File: config.mk
export PLATFORM = sky130hd
export DESIGN_NAME = inverter_fault_latch
export DESIGN_NICKNAME = d
export VERILOG_FILES = /design/src/fault_latch_pkg.sv /design/src/inverter_fault_latch.sv
export SDC_FILE = /design/constraint.sdc
export NUM_CORES = 1
export LEC_CHECK = 0
export ABC_AREA = 1
export BUFFER_PORTS_ARGS = -buffer_cell sky130_fd_sc_hd__buf_2
export CORE_ASPECT_RATIO = 1.2
export CORE_MARGIN = 2
export CORE_UTILIZATION = 50
export CTS_CLUSTER_SIZE = 28
export DETAILED_ROUTE_END_ITERATION = 8
export PLACE_DENSITY = 0.76
export SLEW_MARGIN = 0
export SYNTH_ARGS = -nofsm -noshare
export SYNTH_HDL_FRONTEND = slang
export SYNTH_SLANG_ARGS = --single-unit
File: constraint.sdc
create_clock -name core_clk_in -period 3.91 [get_ports core_clk_in]
set_clock_uncertainty 0.05 [all_clocks]
set_input_delay 0.1955 -clock core_clk_in [delete_from_list [all_inputs] [get_ports core_clk_in]]
set_output_delay 0.1955 -clock core_clk_in [all_outputs]
set_load 0.02 [all_outputs]
File: src/fault_latch_pkg.sv
package fault_latch_pkg;

  // ----------------------------------------
  // register map (apb byte addresses)
  // ----------------------------------------
  localparam logic [7:0]  CTRL_ADDR     = 8'h00;
  localparam logic [7:0]  STATUS_ADDR   = 8'h04;
  localparam logic [7:0]  GATE_ADDR     = 8'h08;
  localparam logic [7:0]  KICK_ADDR     = 8'h0C;

  // ----------------------------------------
  // field positions
  // ----------------------------------------
  localparam int CTRL_CLEAR_BIT   = 0;
  localparam int CTRL_BOOT_BIT    = 1;
  localparam int ST_STICKY_BIT    = 0;
  localparam int ST_LIVE_BIT      = 1;
  localparam int ST_SHORT_BIT     = 2;
  localparam int ST_DCOC_BIT      = 3;
  localparam int ST_OV_BIT        = 4;
  localparam int ST_WDRST_BIT     = 5;
  localparam int ST_BOOT_BIT      = 6;

  // ----------------------------------------
  // reset values
  // ----------------------------------------
  localparam logic [5:0]  GATE_RESET    = 6'h00;
  localparam logic [31:0] RDATA_RESET   = 32'h0000_0000;

  // ----------------------------------------
  // timing
  // ----------------------------------------
  localparam int  CLK_MHZ          = 200;
  localparam real WD_TIMEOUT_MIN_S = 0.9;
  localparam real WD_TIMEOUT_TYP_S = 1.6;
  localparam real WD_TIMEOUT_MAX_S = 2.5;
  localparam longint WD_TIMEOUT_CYCLES = longint'(WD_TIMEOUT_TYP_S * CLK_MHZ * 1.0e6);
  localparam int  SC_DELAY_TYP_US  = 3;
  localparam int  SC_DELAY_MAX_US  = 6;
  localparam int  SC_DELAY_MAX_CYCLES = SC_DELAY_MAX_US * CLK_MHZ;
  localparam int  SYNC_STAGES      = 2;
  localparam int  RST_PULSE_CYCLES = 16;

endpackage : fault_latch_pkg

File: src/inverter_fault_latch.sv
// The placing of the registers and the APB register port were decided locally.
`timescale 1ns/1ps
module inverter_fault_latch
  import fault_latch_pkg::*;
#(
  parameter longint WD_CYCLES = WD_TIMEOUT_CYCLES
) (
  // clock, reset, enable
  input  wire logic        core_clk_in,
  input  wire logic        nrst_in,
  input  wire logic        clk_en_in,
  // apb slave
  input  wire logic        psel_in,
  input  wire logic        penable_in,
  input  wire logic        pwrite_in,
  input  wire logic [7:0]  paddr_in,
  input  wire logic [31:0] pwdata_in,
  output logic      [31:0] prdata_out,
  output logic             pready_out,
  output logic             pslverr_out,
  // fault detectors (active high, asynchronous)
  input  wire logic [2:0]  phase_short_in,
  input  wire logic        dc_minus_oc_in,
  input  wire logic        dc_overvolt_in,
  // watchdog and boot strap
  input  wire logic        guard_timer_signal_in,
  input  wire logic        boot_en_n_in,
  // fault, reset and boot outputs
  output logic             sticky_trip_flag_out,
  output logic             protect_irq_a_n_out,
  output logic             protect_irq_b_n_out,
  output logic             cpu_reset_n_out,
  output logic             boot_rom_sel_out,
  // gate drives
  output logic             gate_out1_high_out,
  output logic             gate_out1_low_out,
  output logic             gate_out2_high_out,
  output logic             gate_out2_low_out,
  output logic             gate_out3_high_out,
  output logic             gate_out3_low_out
);
  import fault_latch_pkg::*;

  // core_clk_in is the pll output from the reference oscillator

  // ----------------------------------------
  // synchronisers
  // ----------------------------------------
  logic [4:0] sync1_q;
  logic [4:0] sync2_q;
  logic       wd_s1_q;
  logic       wd_s2_q;
  wire  [4:0] raw_faults = {dc_overvolt_in, dc_minus_oc_in, phase_short_in};

  always_ff @(posedge core_clk_in) begin
    if (!nrst_in) begin
      sync1_q <= 5'h00;
      sync2_q <= 5'h00;
      wd_s1_q <= 1'b0;
      wd_s2_q <= 1'b0;
    end else if (clk_en_in) begin
      sync1_q <= raw_faults;
      sync2_q <= sync1_q;
      wd_s1_q <= guard_timer_signal_in;
      wd_s2_q <= wd_s1_q;
    end
  end

  // ----------------------------------------
  // apb decode
  // ----------------------------------------
  wire        acc     = psel_in && penable_in;
  wire        wr_acc  = acc && pwrite_in;
  wire        hit_ctl = paddr_in == CTRL_ADDR;
  wire        hit_st  = paddr_in == STATUS_ADDR;
  wire        hit_gt  = paddr_in == GATE_ADDR;
  wire        hit_kk  = paddr_in == KICK_ADDR;
  wire        mapped  = hit_ctl || hit_st || hit_gt || hit_kk;
  wire        clr_wr  = wr_acc && hit_ctl && pwdata_in[CTRL_CLEAR_BIT];
  wire        any_flt = |sync2_q;

  // ----------------------------------------
  // fault latch
  // ----------------------------------------
  logic       sticky_q;
  logic       live_n_q;
  logic [4:0] cause_q;
  // set wins over clear so a fault in the clearing cycle is kept
  wire        sticky_d = any_flt | (sticky_q & ~clr_wr);
  wire  [4:0] cause_d  = sync2_q | (cause_q & {5{~clr_wr}});

  // powers up set, so software must clear once after boot
  always_ff @(posedge core_clk_in) begin
    if (!nrst_in) begin
      sticky_q <= 1'b1;
      live_n_q <= 1'b1;
      cause_q  <= 5'h00;
    end else if (clk_en_in) begin
      sticky_q <= sticky_d;
      live_n_q <= ~any_flt;
      cause_q  <= cause_d;
    end
  end

  // ----------------------------------------
  // watchdog
  // ----------------------------------------
  logic [31:0] wd_cnt_q;
  logic [4:0]  rst_cnt_q;
  logic        cpu_rst_n_q;
  logic        wd_fired_q;
  wire         wd_kick = wr_acc && hit_kk;
  wire         wd_exp  = wd_s2_q && (wd_cnt_q >= 32'(WD_CYCLES - 1));

  always_ff @(posedge core_clk_in) begin
    if (!nrst_in) begin
      wd_cnt_q    <= 32'h0000_0000;
      rst_cnt_q   <= 5'h00;
      cpu_rst_n_q <= 1'b1;
      wd_fired_q  <= 1'b0;
    end else if (clk_en_in) begin
      if (!wd_s2_q || wd_kick || wd_exp) begin
        wd_cnt_q <= 32'h0000_0000;
      end else begin
        wd_cnt_q <= wd_cnt_q + 32'h0000_0001;
      end
      if (wd_exp) begin
        rst_cnt_q   <= 5'(RST_PULSE_CYCLES);
        cpu_rst_n_q <= 1'b0;
        wd_fired_q  <= 1'b1;
      end else if (rst_cnt_q != 5'h00) begin
        rst_cnt_q   <= rst_cnt_q - 5'h01;
        cpu_rst_n_q <= (rst_cnt_q == 5'h01);
      end
      if (wr_acc && hit_st) begin
        wd_fired_q <= wd_exp;
      end
    end
  end

  // ----------------------------------------
  // boot strap, gate drives
  // ----------------------------------------
  logic       boot_q;
  logic       boot_taken_q;
  logic [5:0] gate_q;

  always_ff @(posedge core_clk_in) begin
    if (!nrst_in) begin
      boot_q       <= 1'b0;
      boot_taken_q <= 1'b0;
      gate_q       <= GATE_RESET;
    end else if (clk_en_in) begin
      if (!boot_taken_q) begin
        boot_q       <= ~boot_en_n_in;
        boot_taken_q <= 1'b1;
      end
      if (wr_acc && hit_gt) begin
        gate_q <= pwdata_in[5:0];
      end
    end
  end

  // ----------------------------------------
  // second protection input
  // ----------------------------------------
  // a flop rather than a tie so every output leaves a register
  logic irq_b_n_q;

  always_ff @(posedge core_clk_in) begin
    if (!nrst_in) begin
      irq_b_n_q <= 1'b1;
    end else if (clk_en_in) begin
      irq_b_n_q <= 1'b1;
    end
  end

  // ----------------------------------------
  // read mux
  // ----------------------------------------
  wire [31:0] st_word = {25'h0, boot_q, wd_fired_q, cause_q[4], cause_q[3],
                         |cause_q[2:0], ~live_n_q, sticky_q};
  wire [31:0] rd_word = hit_st  ? st_word :
                        hit_gt  ? {26'h0, gate_q} :
                        hit_ctl ? {30'h0, boot_q, 1'b0} : RDATA_RESET;

  always_ff @(posedge core_clk_in) begin
    if (!nrst_in) begin
      prdata_out  <= RDATA_RESET;
      pready_out  <= 1'b0;
      pslverr_out <= 1'b0;
    end else if (clk_en_in) begin
      pready_out  <= psel_in && !penable_in;
      pslverr_out <= psel_in && !penable_in && !mapped;
      prdata_out  <= (psel_in && !penable_in && !pwrite_in) ? rd_word : RDATA_RESET;
    end
  end

  // ----------------------------------------
  // outputs
  // ----------------------------------------
  assign sticky_trip_flag_out = sticky_q;
  assign protect_irq_a_n_out  = live_n_q;
  assign protect_irq_b_n_out  = irq_b_n_q;
  assign cpu_reset_n_out      = cpu_rst_n_q;
  assign boot_rom_sel_out     = boot_q;
  // even gate_q bits are high sides
  assign gate_out1_high_out   = gate_q[0];
  assign gate_out1_low_out    = gate_q[1];
  assign gate_out2_high_out   = gate_q[2];
  assign gate_out2_low_out    = gate_q[3];
  assign gate_out3_high_out   = gate_q[4];
  assign gate_out3_low_out    = gate_q[5];

endmodule : inverter_fault_latch

==> reports/results.tsv <==
metric	value	unit
status	finished, final reports clean	
layout_commonest_cell	nand2_1	
synth_xor_area_share	5.820	%
detail-route-antenna-nets	0	
die_w	83.19	um
cts_tree	yes	
p_per_area	420.5	nW/um^2
max_cap_viol_count	0	
place_congestion	0.8734	
synth.avg_cell_area	7.525	sq um
post-route-period-util	50.95	%
synth_top_area_share	39.91	%
cts_buffer_depth	2	
place_ws	1.611	ns
synth.area.mux_share	0	%
hold_viol	0	
synth_warnings	0	
wl_per_cell	11.40	um
worstPathRequired	4.15	ns
worst_pin_slew	0.6613	ns
critPathMaxFanout	34	
setup_viol	0	
rsz0062_at_grt	no	
hold_start	phase_short_in[1]	
cts_made_buffers	9	
crit_chain	buf_2 -> inv_2 -> nor3_2 -> inv_1 -> nor2_2 -> inv_1 -> nor2_2 -> nand2_1 -> nand3_1 -> nand2_1 -> inv_1	
placed_cells	620	
core_area	7274	sq um
layout_common_cells	nand2_1, nor2_1, dfxtp_1	
critPathArrivalTime	2.23	ns
leakage	0.001737	uW
drt-vias-per-instance	4.945	
synthAdderAreaFrac	1.330	%
antenna_cells	0	
io_pins	98	
crit_start	clk_en_in	
insertion_delay	0.34	ns
h-tree-depth	3	
end_kind	flip-flop	
area_growth	10.48	%
cts.sinks	75	
grt_max_degree	35	
synth_compound_area_share	8.114	%
ys_types	39	
drt_wl_total	7259	um
final_nets	599	
crit_path_frequent_cell	inv_1	
fmax	0.5020	GHz
synth_seq_cells	75	
critPathLaunchType	input port	
die-area	8237	sq um
ys_seq_area_share	39.91	%
clk_pin_slew	0.08	ns
r2r_start	wd_cnt_q[0]	
tns	0	ns
maxSlewHeadroom	55.86	%
dpl.hpwl	5240	um
fin_cells	637	
drive_gt1_share	17.73	%
antenna_found_initial	0	
numPortBuffers	45	
overflow	0	
synthesis.area	3762	sq um
core.rowCount	34	
synth_area_leader_cell	dfxtp_1	
vias	3150	
finalCriticalPeriod	1.992	ns
cts_root_buf	clkbuf_8	
start_util	51.72	%
grt_usage	18.04	%
first_iter_violations	125	
grt_pass1_vias	2954	
hold_path.class	input port to flip-flop	
die_h	99.03	um
drt_pass1_iterations	4	
vdd_ir_drop_max	326.4	uV
slowest_delay	0.46	ns
synth_area_leaders	dfxtp_1, nand2_1, nor2_1	
maxSlewViolCount	0	
grt_pass1_wl	12370	um
critPathKind	input port to flip-flop	
setup_ws	1.918	ns
drc	0	
synth_simple_gate_area_share	32.56	%
synth_top_family_by_area	simple AND/OR/NAND/NOR gates	
cpMaxStageDelayCell	buf_2	
synth_cells	500	
[timing repair]
| action | CTS | global route |
|---|---|---|
| buffers inserted | 0 | 0 |
| gates resized for setup | 0 | 0 |
| hold buffers | 1 | 0 |
| hold endpoints to repair | 1 | 0 |
[cell families after synthesis]
| kind of cell | count (synthesis) |
|---|---|
| AND/OR/NAND/NOR | 249 |
| buffers and inverters | 88 |
| flip-flops | 75 |
| AO/OA/AOI/OAI | 57 |
| XOR/XNOR | 25 |
| adder cells (fa/ha/maj) | 4 |
| other | 2 |
[cells in the mapped netlist, drive strengths merged]
library cell and count:
o21ai 23, a41oi 1, nand2 90, or2 2
o31ai 2, a31oi 1, nand4 10, nor2 92
buf 32, nand3b 1, a21boi 1, clkbuf 7
dfxtp 75, o211ai 1, nor3 14, a311oi 1
inv 49, o22ai 1, a21oi 26, xor2 18
ha 4, nor4 5, nand3 35, xnor2 7
conb 2
[path summary, 6_finish.rpt]
kind | to | slack (ns) | cells after the start
setup / recovery | prdata_out[5] | 1.92 | 11
hold / removal | sync1_q[1] | 0.02 | 3
setup reg to reg | wd_cnt_q[23] | 1.98 | 12
hold reg to reg | wd_cnt_q[31] | 0.39 | 2
[metal layers]
| metal | GRT usage (%) | part of all wire, % | vias up |
|---|---|---|---|
| met2 | 33.06 | 52 | 62 |
| met3 | 3.266 | 3.7 | 11 |
| met5 | 0 | 0 | - |
| met1 | 19.86 | 43 | 1438 |
| met4 | 9.079 | 1.9 | 0 |
| li1 | - | - | 1639 |
[stage by stage]
step                utilization [%]  hold slack [ns]  area [sq um]  total power (uW)
floorplan                         -           0.2639          3852              1063
global route                  57.14         0.007583          4156              1827
detailed placement            53.89           0.3565          3920              1095
global placement              53.89           0.3532          3920              1083
CTS                           57.14         0.008222          4156              1762
finish                        57.14          0.02372          4156              1748
[sequential cells by signal, indices dropped and copies added (netlist names), 5 cells and up]
name / flops
prdata_out: 7
cause_q: 5
sync2_q: 5
rst_cnt_q: 5
wd_cnt_q: 32
gate_q: 6
sync1_q: 5
[report_power, final]
group | internal (uW) | switching, uW
Combinational | 91.2 | 162
Sequential | 801 | 27.6
Clock | 377 | 289
Total | 1270 | 479
[critical path: cells and delay by family]
family                 cells  cell delay [ns]
and+or+nand+nor            6             0.90
buffers and inverters      5             1.13
[area by class of cell]
class,count,area [sq um]
Clock buffer,10,137.6
Multi-Input combinational cell,361,1897
Timing Repair Buffer,46,235.2
Sequential cell,75,1501
Tap cell,90,112.6
Fill cell,678,3118
Inverter,49,183.9
Clock inverter,6,88.84
Power figures use the tool's default switching activity.
